<file path="src/dcce_pkg.sv">
package dcce_pkg;
   // -----------------------------------------------------------------
   // Widths and counts
   // -----------------------------------------------------------------
   localparam int CODE_W   = 14;
   localparam int NCH      = 8;
   localparam int CH_W     = 3;
   localparam int GRP_SIZE = 4;
   localparam int QPTR_W   = 4;
   localparam int PROD_W   = 29;
   localparam int SUM_W    = 16;

   // -----------------------------------------------------------------
   // Register map (byte addresses; channel n at base + 4*n)
   // -----------------------------------------------------------------
   localparam logic [11:0] ADDR_INPUT_BASE = 12'h000;
   localparam logic [11:0] ADDR_GAIN_BASE  = 12'h020;
   localparam logic [11:0] ADDR_ZERO_BASE  = 12'h040;
   localparam logic [11:0] ADDR_DATA_BASE  = 12'h060;
   localparam logic [11:0] ADDR_CONFIG     = 12'h080;
   localparam logic [11:0] ADDR_STATUS     = 12'h084;
   localparam logic [11:0] ADDR_LOAD       = 12'h088;
   localparam logic [11:0] ADDR_BANK_MASK  = 12'h0e0;

   // -----------------------------------------------------------------
   // Field positions and reset values
   // -----------------------------------------------------------------
   localparam int CFG_ENABLE_BIT  = 0;
   localparam int STAT_BUSY_BIT   = 0;
   localparam int STAT_PEND_LSB   = 8;
   localparam int LOAD_GRPA_BIT   = 0;
   localparam int LOAD_GRPB_BIT   = 1;

   localparam logic [13:0] GAIN_RESET  = 14'h2000;
   localparam logic [13:0] ZERO_RESET  = 14'h0000;
   localparam logic [13:0] INPUT_RESET = 14'h0000;
   localparam logic [13:0] GAIN_BIAS   = 14'h2000;
   localparam logic [13:0] CODE_MAX    = 14'h3fff;
   localparam int          GAIN_SHIFT  = 14;

   typedef enum logic [1:0] {
      DCCE_IDLE = 2'b00,
      DCCE_MUL  = 2'b01,
      DCCE_ADD  = 2'b10
   } dcce_state_t;
endpackage

</file>
<file path="src/dcce_core.sv">
`timescale 1ns/1ps
module dcce_core (
   input  wire logic                            pclk,
   input  wire logic                            presetn,
   input  wire logic                            psel,
   input  wire logic                            penable,
   input  wire logic                            pwrite,
   input  wire logic [11:0]                     paddr,
   input  wire logic [31:0]                     pwdata,
   output logic      [31:0]                     prdata,
   output logic                                 pready,
   output logic                                 pslverr,
   output logic      [dcce_pkg::NCH*dcce_pkg::CODE_W-1:0] latch_code,
   output logic      [1:0]                      latch_load_done
);
   import dcce_pkg::*;

   // -----------------------------------------------------------------
   // Storage
   // -----------------------------------------------------------------
   logic [CODE_W-1:0] input_reg [NCH];
   logic [CODE_W-1:0] gain_reg  [NCH];
   logic [CODE_W-1:0] zero_reg  [NCH];
   logic [CODE_W-1:0] data_reg  [NCH];
   logic [CODE_W-1:0] latch_reg [NCH];
   logic              correction_engine_enable;

   // -----------------------------------------------------------------
   // APB decode
   // -----------------------------------------------------------------
   wire               access     = psel && penable && !pready;
   wire               wr_en      = access && pwrite;
   wire [CH_W-1:0]    a_ch       = paddr[CH_W+1:2];
   wire [11:0]        a_base     = {paddr[11:5], 5'h00};
   wire               a_aligned  = (paddr[1:0] == 2'b00);
   wire               hit_input  = a_aligned && (a_base == ADDR_INPUT_BASE);
   wire               hit_gain   = a_aligned && (a_base == ADDR_GAIN_BASE);
   wire               hit_zero   = a_aligned && (a_base == ADDR_ZERO_BASE);
   wire               hit_data   = a_aligned && (a_base == ADDR_DATA_BASE);
   wire               hit_config = paddr == ADDR_CONFIG;
   wire               hit_status = paddr == ADDR_STATUS;
   wire               hit_load   = paddr == ADDR_LOAD;
   wire               hit_any    = hit_input | hit_gain | hit_zero | hit_data |
                                   hit_config | hit_status | hit_load;
   wire               wr_input   = wr_en && hit_input;
   wire               wr_gain    = wr_en && hit_gain;
   wire               wr_zero    = wr_en && hit_zero;
   wire [CODE_W-1:0]  wcode      = pwdata[CODE_W-1:0];

   // -----------------------------------------------------------------
   // Request queue: pending bit per channel plus an arrival-order FIFO
   // -----------------------------------------------------------------
   // A channel already waiting is not queued twice; its later write is
   // picked up because the engine reads the registers in its MUL and ADD steps, after it starts.
   logic [NCH-1:0]    pending;
   logic [CH_W-1:0]   q_mem [NCH];
   logic [QPTR_W-1:0] q_wr;
   logic [QPTR_W-1:0] q_rd;
   dcce_state_t       state;
   logic [CH_W-1:0]   eng_ch;
   logic [PROD_W-1:0] product;

   wire               req_new   = (wr_input || wr_gain || wr_zero) &&
                                  correction_engine_enable && !pending[a_ch];
   wire               q_empty   = (q_wr == q_rd);
   wire               eng_start = (state == DCCE_IDLE) && !q_empty;
   wire [CH_W-1:0]    head_ch   = q_mem[q_rd[CH_W-1:0]];

   // -----------------------------------------------------------------
   // Shared arithmetic unit
   // -----------------------------------------------------------------
   // Multiply and add are split over two cycles to keep one short
   // critical path per stage; one unit serves all channels.
   wire [CODE_W:0]    gain_coef = {1'b0, gain_reg[eng_ch]} + {1'b0, GAIN_BIAS};
   wire [PROD_W-1:0]  next_product = PROD_W'({14'h0000, input_reg[eng_ch]} *
                                             {14'h0000, gain_coef});
   wire [SUM_W-1:0]   scaled    = SUM_W'(product >> GAIN_SHIFT);
   wire [SUM_W-1:0]   zero_ext  = {{(SUM_W-CODE_W){zero_reg[eng_ch][CODE_W-1]}},
                                   zero_reg[eng_ch]};
   wire [SUM_W:0]     sum_s     = {1'b0, scaled} + {zero_ext[SUM_W-1], zero_ext};
   wire               sum_neg   = sum_s[SUM_W];
   wire               sum_ovf   = !sum_neg && (sum_s[SUM_W-1:CODE_W] != 2'b00);
   wire [CODE_W-1:0]  clamped   = sum_neg ? {CODE_W{1'b0}} :
                                  sum_ovf ? CODE_MAX : sum_s[CODE_W-1:0];

   // -----------------------------------------------------------------
   // Engine state machine
   // -----------------------------------------------------------------
   always_ff @(posedge pclk or negedge presetn) begin
      if (!presetn) begin
         state   <= DCCE_IDLE;
         eng_ch  <= '0;
         product <= '0;
      end else begin
         unique case (state)
            DCCE_IDLE: begin
               if (eng_start) begin
                  eng_ch <= head_ch;
                  state  <= DCCE_MUL;
               end
            end
            DCCE_MUL: begin
               product <= next_product;
               state   <= DCCE_ADD;
            end
            DCCE_ADD: begin
               state <= DCCE_IDLE;
            end
            default: state <= DCCE_IDLE;
         endcase
      end
   end

   always_ff @(posedge pclk or negedge presetn) begin
      if (!presetn) begin
         q_wr <= '0;
         q_rd <= '0;
      end else begin
         if (req_new)
            q_wr <= q_wr + 1'b1;
         if (eng_start)
            q_rd <= q_rd + 1'b1;
      end
   end

   always_ff @(posedge pclk) begin
      if (req_new)
         q_mem[q_wr[CH_W-1:0]] <= a_ch;
   end

   // -----------------------------------------------------------------
   // Per-channel registers
   // -----------------------------------------------------------------
   genvar g;
   generate
      for (g = 0; g < NCH; g++) begin : g_ch
         wire sel       = (a_ch == CH_W'(g));
         wire eng_done  = (state == DCCE_ADD) && (eng_ch == CH_W'(g));
         wire set_pend  = req_new && sel;
         wire clr_pend  = eng_start && (head_ch == CH_W'(g));
         wire grp_b     = (g >= GRP_SIZE);
         wire grp_load  = wr_en && hit_load &&
                          pwdata[grp_b ? LOAD_GRPB_BIT : LOAD_GRPA_BIT];
         always_ff @(posedge pclk or negedge presetn) begin
            if (!presetn) begin
               input_reg[g] <= INPUT_RESET;
               gain_reg[g]  <= GAIN_RESET;
               zero_reg[g]  <= ZERO_RESET;
               data_reg[g]  <= INPUT_RESET;
               latch_reg[g] <= INPUT_RESET;
               pending[g]   <= 1'b0;
            end else begin
               if (wr_input && sel)
                  input_reg[g] <= wcode;
               if (wr_gain && sel)
                  gain_reg[g] <= wcode;
               if (wr_zero && sel)
                  zero_reg[g] <= wcode;
               if (eng_done)
                  data_reg[g] <= clamped;
               else if (wr_input && sel && !correction_engine_enable)
                  data_reg[g] <= wcode;
               if (grp_load)
                  latch_reg[g] <= data_reg[g];
               // Set wins over the start that clears
               if (set_pend)
                  pending[g] <= 1'b1;
               else if (clr_pend)
                  pending[g] <= 1'b0;
            end
         end
         assign latch_code[g*CODE_W +: CODE_W] = latch_reg[g];
      end
   endgenerate

   // -----------------------------------------------------------------
   // Config, load pulse and APB answer
   // -----------------------------------------------------------------
   wire busy = (state != DCCE_IDLE) || !q_empty;
   wire [31:0] rd_mux =
      hit_input  ? {18'h00000, input_reg[a_ch]} :
      hit_gain   ? {18'h00000, gain_reg[a_ch]}  :
      hit_zero   ? {18'h00000, zero_reg[a_ch]}  :
      hit_data   ? {18'h00000, data_reg[a_ch]}  :
      hit_config ? 32'(correction_engine_enable) << CFG_ENABLE_BIT :
      hit_status ? (32'(pending) << STAT_PEND_LSB) | (32'(busy) << STAT_BUSY_BIT) :
      32'h00000000;

   always_ff @(posedge pclk or negedge presetn) begin
      if (!presetn) begin
         correction_engine_enable <= 1'b0;
         pready          <= 1'b0;
         pslverr         <= 1'b0;
         prdata          <= '0;
         latch_load_done <= 2'b00;
      end else begin
         if (wr_en && hit_config)
            correction_engine_enable <= pwdata[CFG_ENABLE_BIT];
         pready          <= access;
         pslverr         <= access && !hit_any;
         prdata          <= (access && !pwrite) ? rd_mux : 32'h00000000;
         latch_load_done <= (wr_en && hit_load) ?
                            {pwdata[LOAD_GRPB_BIT], pwdata[LOAD_GRPA_BIT]} : 2'b00;
      end
   end
endmodule

</file>
<file path="config.mk">
export PLATFORM = sky130hd
export DESIGN_NAME = dcce_core
export DESIGN_NICKNAME = d
export VERILOG_FILES = /design/src/dcce_pkg.sv /design/src/dcce_core.sv
export SDC_FILE = /design/constraint.sdc
export NUM_CORES = 2
export LEC_CHECK = 0
export ABC_AREA = 1
export BUFFER_PORTS_ARGS = -buffer_cell sky130_fd_sc_hd__buf_2
export CORE_UTILIZATION = 30
export CTS_CLUSTER_SIZE = 10
export DETAILED_ROUTE_END_ITERATION = 10
export PLACE_DENSITY_LB_ADDON = 0.3
export SLEW_MARGIN = 20
export SYNTH_ARGS = -nofsm -noshare
export SYNTH_HDL_FRONTEND = slang
export SYNTH_SLANG_ARGS = --single-unit
</file>
<file path="constraint.sdc">
create_clock -name pclk -period 8.1 [get_ports pclk]
set_clock_uncertainty 0.15 [all_clocks]
set_input_delay 0 -clock pclk [delete_from_list [all_inputs] [get_ports pclk]]
set_output_delay 0 -clock pclk [all_outputs]
set_load 0.01 [all_outputs]
</file>
; Word level (Yosys, flattened, before mapping)
; Memories as Yosys holds them, arrays and structs flattened.
; Index checks and enable logic that the tools add are counted.
[classes]
eq_ne = 31
mul = 1
mux = 69
n_reduce_logical = 111
addsub = 4
magnitude_cmp = 3
n_bitwise = 9
[ops]
columns = operator, count
row1 = 14-bit 2-to-1 mux, 32
row2 = 14-bit binary-select mux with 3-bit select, 7
row3 = 16-bit 2-to-1 mux, 7
row4 = 1-bit logical AND, 76
row5 = 12-bit by 8-bit equality test with 1-bit output (second input constant), 3
row6 = 3-bit equality test (second input constant), 12
row7 = 2-bit nonzero test, 18
row8 = 14-bit by 15-bit multiplier with 29-bit output, 1
row9 = 1-bit 2-to-1 mux, 19
row10 = 3-bit by 2-bit equality test with 1-bit output (second input constant), 6
row11 = 16-bit by 14-bit adder with 17-bit output, 1
row12 = 16-bit by 1-bit OR with 16-bit output, 1
row13 = 14-bit by 14-bit adder with 15-bit output (second input constant), 1
row14 = 7-bit by 2-bit equality test with 1-bit output (second input constant), 2
row15 = 12-bit zero test, 1
row16 = 3-bit by 1-bit equality test with 1-bit output (second input constant), 3
row17 = 3-bit zero test, 3
row18 = 4-bit by 1-bit adder with 4-bit output (second input constant), 2
row19 = 4-bit greater-or-equal comparator (second input constant), 2
row20 = 3-bit NOT with 4-bit output, 2
row21 = 7-bit by 1-bit equality test with 1-bit output (second input constant), 1
row22 = 1-bit zero test, 7
row23 = 1-bit OR, 6
row24 = 4-bit equality test, 1
row25 = other kinds (10), 14
[word_totals]
regBits = 631
out_inout_bits = 148
ramBits = 24
input_bits = 49
elab_cells = 287
memories = 1
[memory_table]
columns = memory, depth, word_bits, rd, rd_clocked_by_memory_dff, write_ports, line
row1 = q_mem, 8, 3, 1, 0, 1, dcce_core.sv:56  ; logic [CH_W-1:0] q_mem [NCH];

; Logic depth before layout (Yosys ltp)
[logic_depth]
word_depth = 11
ltp_mapped = 37
mapped_depth_nobuf = 33

; Least setup slack after synthesis
; Ideal clock, no wire load.
[synth_timing]
path_type = reg2reg
from = register eng_ch[1]
to = register product[21]
synth_period_minus_slack_ns = 6.566
path_stages_with_launch = 30
required_ns = 7.832
n_path_buf = 4
slack_ns = 1.534
t_arrival_ns = 6.298
setup_time_ns = 0.118
cell_sequence = dfrtp_1 inv_2 nand2_2 buf_6 inv_2 buf_2 buf_4 a22oi_1 nand2_1 nand2_1 o21ai_0 clkbuf_1 nand2_1 fa_1 fa_1 inv_1 fa_1 fa_1 fa_1 inv_1 fa_1 inv_1 ha_1 a21o_1 a21boi_0 nor2_1 a2111oi_0 o211ai_1 nand3_1 nand2_1
[synth_between]
elab_chain_cells = 6
elab_cells_between_ends = 9
classes_between = add/sub (1) / mul (1) / mux (6) / bitwise (1)
[synth_lines]
columns = item, line
row1 = start: declaration, dcce_core.sv:60  ; logic [CH_W-1:0] eng_ch;
row2 = start signal: assignment, dcce_core.sv:98  ; eng_ch <= head_ch;
row3 = 3-bit NOT with 4-bit output (not written as such) (*), "dcce_core.sv:74, dcce_core.sv:75"
row4 = 14-bit binary-select mux with 3-bit select, dcce_core.sv:74  ; wire [CODE_W:0] gain_coef = {1'b0, gain_reg[eng_ch]} + {1'b0, GAIN_BIAS};
row5 = 14-bit 2-to-1 mux (not written as such) (2 in series), dcce_core.sv:74
row6 = 14-bit by 14-bit adder with 15-bit output, dcce_core.sv:74
row7 = 14-bit by 15-bit multiplier with 29-bit output (*), dcce_core.sv:75  ; wire [PROD_W-1:0] next_product = PROD_W'({14'h0000, input_reg[eng_ch]} *
row8 = end signal: assignment, dcce_core.sv:103  ; product <= next_product;
row9 = end: declaration, dcce_core.sv:61  ; logic [PROD_W-1:0] product;
; Mark *: on every way between the ends. The rest lies on a longest branch, timed or not. The select of a mux whose other input is x is not followed.
; A chain may end at the register's enable or synchronous reset.

; Worst setup path in the final report
[layout_timing]
from = register eng_ch[0]
to = register product[21]
; The elaborated chain is that of the path after synthesis.

==> impl_metrics.tcl <==
set metrics [dict create \
    worstSkewPairLatency_ps 670 \
    area_delta_synth_final_pct 13.45 \
    grt_pass1_vias 33720 \
    power_frac_comb_pct 31.9 \
    gp_congestion 0.9134 \
    synth_top_cell_by_area "dfrtp_1" \
    hp-class "in2reg" \
    max_cap_violations 0 \
    firstDrtPassIters 6 \
    cts.htree.levels 3 \
    hpwl_um 96660 \
    setup_violations 0 \
    power_frac_seq_pct 37.3 \
    die_y_um 359.4 \
    power_w 0.01028 \
    cpMostUsedCell "nand2_1" \
    ir_drop_mv 0.3213 \
    dpl_worst_slack_ps 507.2 \
    port_buffers 162 \
    hold_viol 0 \
    drive_above_1_share_pct 9.419 \
    ant_nets 0 \
    dieArea_sq_mm 0.1292 \
    routed_wl_um 142500 \
    root_buffer "clkbuf_16" \
    worst_pin_slew_ps 1146 \
    tns_ps 0 \
    vias_per_cell 5.305 \
    yosysWarnings 0 \
    rows 130 \
    die_x_um 359.4 \
    slew-limit-headroom_pct 22.65 \
    antenna_found_initial 1 \
    yosysSeqAreaShare_pct 42.20 \
    powerDensity_mw_per_mm2 236.5 \
    cp_top_family "adder cells" \
    cp_slowest_cell "dfrtp_1" \
    hp-start "paddr[1]" \
    outcome "finished clean" \
    cts_tree "done" \
    critical_path_buf_inv_count 8 \
    synth-seq-cells 641 \
    period_share_pct 93.70 \
    switching_share_pct 40.91 \
    clockPowerShare_pct 30.8 \
    p_sw_w 0.004207 \
    drv_slew 0 \
    synth_area_leaders "dfrtp_1 (40%), nand2_1 (15%), fa_1 (8.0%)" \
    synthCells 4754 \
    synth_top_area_share_pct 39.77 \
    cts_setup_buffers 0 \
    setup_slack_ps 510.6 \
    cts_buffers 76 \
    arrival_ps 8040 \
    rr_worst_depth 28 \
    core-area_sq_mm 0.1262 \
    crit_required_ps 8550 \
    rsz0062_at_grt "false" \
    io_pins 197 \
    final_nets 5161 \
    grt_first_pass_wirelength_um 214400 \
    hold_path_end "q_wr[1]" \
    fmax_ghz 0.1318 \
    yosys_most_used_dff "dfrtp_1" \
    ys_async_sr_fraction_pct 96.26 \
    rrSetupSlack_ps 510 \
    worstPathMaxFanout 15 \
    min_period_ps 7589 \
    min_path_cells 8 \
    synth_most_common_cell "nand2_1" \
    crit_path_start_kind "flip-flop" \
    seq_area_sq_mm 0.01617 \
    cts_sinks 641 \
    critical_path_class "reg2reg" \
    ys_types 71 \
    power_leakage_nw 20.46 \
    clockBufferDepth 3 \
    synthTopCellsByCount "nand2_1 (1512), dfrtp_1 (609), o21ai_0 (446)" \
    n_antenna_cell 0 \
    initial_utilization_pct 30.36 \
    fillCellCount 13270 \
    dr.first_iter.drc_count 3632 \
    grt_max_degree 165 \
    vias 34670 \
    drc 0 \
    synth-edff-count 24 \
    multiInputGateArea_sq_mm 0.01935 \
    p_int_w 0.006076 \
    timing.rr.start "eng_ch[0]" \
    post_synth.cell_area_avg_sq_um 8.061 \
    r2r-end "product[21]" \
    max_stage_delay_ps 590 \
    post_drt_wl_per_cell_um 21.80 \
    grt_usage_pct 21.64 \
    endpoint_kind "flip-flop" \
    synth_area_sq_mm 0.03832 \
    path_clk_slew_ps 60 \
    grt.overflow.total 0 \
]
-- worst min-delay path, stage by stage --
cell and delay [ps]:
buf_2 70, nor2_1 130, nand4_1 160, nand3_1 80
inv_1 100, nor4_2 130, nand2_1 80, o21ai_0 70
-- per-layer routing --
| metal | vias up | global-route usage, % | part of all wire [%] |
|---|---|---|---|
| li1 | 15820 | - | - |
| met1 | 17000 | 28.83 | 42 |
| met2 | 1543 | 33.99 | 45 |
| met3 | 302 | 4.514 | 8.5 |
| met4 | 2 | 9.063 | 4.1 |
| met5 | - | 0 | 0.0091 |
-- what timing repair did --
action | CTS | global route
hold endpoints to repair | 756 | 0
setup endpoints to repair | 0 | 3
gates resized for setup | 0 | 1
hold buffers | 35 | 0
-- power groups by stage --
| stage | Sequential [W] | Combinational [W] | Clock [W] |
|---|---|---|---|
| global placement | 0.00387 | 0.00313 | 0 |
| detailed placement | 0.00388 | 0.00314 | 0 |
| global route | 0.00386 | 0.00345 | 0.00334 |
| floorplan | 0.00374 | 0.00194 | 0 |
| finish | 0.00383 | 0.00328 | 0.00317 |
| CTS | 0.00382 | 0.00316 | 0.00322 |
-- cell type report --
cell class                 instances  area share [%]
sequential                       641           37.20
inverter                         433           3.759
timing repair buffer             305           4.795
tap                             1650           4.749
multi-input combinational       3396           44.50
clock buffer                     100           4.697
clock inverter                     9          0.3022
-- cells in the final DEF, fill, tap and decap left out, drive strengths merged, types with 5 or more instances in the layout --
| cell | n |
|---|---|
| ha | 106 |
| a211oi | 15 |
| nand3b | 6 |
| o211ai | 23 |
| clkbuf | 100 |
| inv | 431 |
| o311ai | 15 |
| xnor2 | 10 |
| a31oi | 12 |
| o22ai | 207 |
| o2111ai | 7 |
| buf | 271 |
| a21o | 9 |
| o21bai | 7 |
| nor2 | 250 |
| or2 | 5 |
| nand4 | 28 |
| nand2 | 1526 |
| o221ai | 6 |
| a21oi | 177 |
| a221oi | 27 |
| a22oi | 64 |
| nand3 | 96 |
| dfstp | 8 |
| fa | 153 |
| dlygate4sd3 | 34 |
| conb | 19 |
| o21ai | 534 |
| dfrtp | 609 |
| clkinv | 10 |
| o31ai | 10 |
| edfxtp | 24 |
| nor3 | 37 |
| xor2 | 17 |
-- how the worst max path moves through the flow --
stage               startpoint          end  slack, ps  cells past startpoint
global route         eng_ch[0]  product[24]         80                     27
global placement     eng_ch[0]  product[21]        580                     27
detailed placement   eng_ch[0]  product[21]        510                     27
floorplan            eng_ch[1]  product[21]       1530                     29
CTS                  eng_ch[0]  product[21]        520                     27
finish               eng_ch[0]  product[21]        510                     28
-- kinds of logic (layout without fill, tap and decap cells) --
family          after synthesis  after routing  synth area share (%)
buf+inv                     735            847                 7.719
flops                       641            641                 42.20
other cells                   1             19              0.009786
compound gates             1136           1136                 17.61
xor+xnor                     27             27                0.7150
simple gates               1954           1954                 20.27
mux                           1              1               0.02612
fa+ha+maj                   259            259                 11.45
-- per-stage QoR --
step | hold WS, ps | cell area (sq um) | util (%) | cells
floorplan | -445.6 | 38390 | - | 4772
global placement | -99.58 | 40880 | 32.39 | 6389
detailed placement | -100.0 | 40890 | 32.40 | 6389
CTS | 0.5099 | 43430 | 34.41 | 6533
global route | 70.57 | 43470 | 34.44 | 6534
finish | 49.11 | 43470 | 34.44 | 6534
Note: power is estimated with default switching activity, not from simulation.
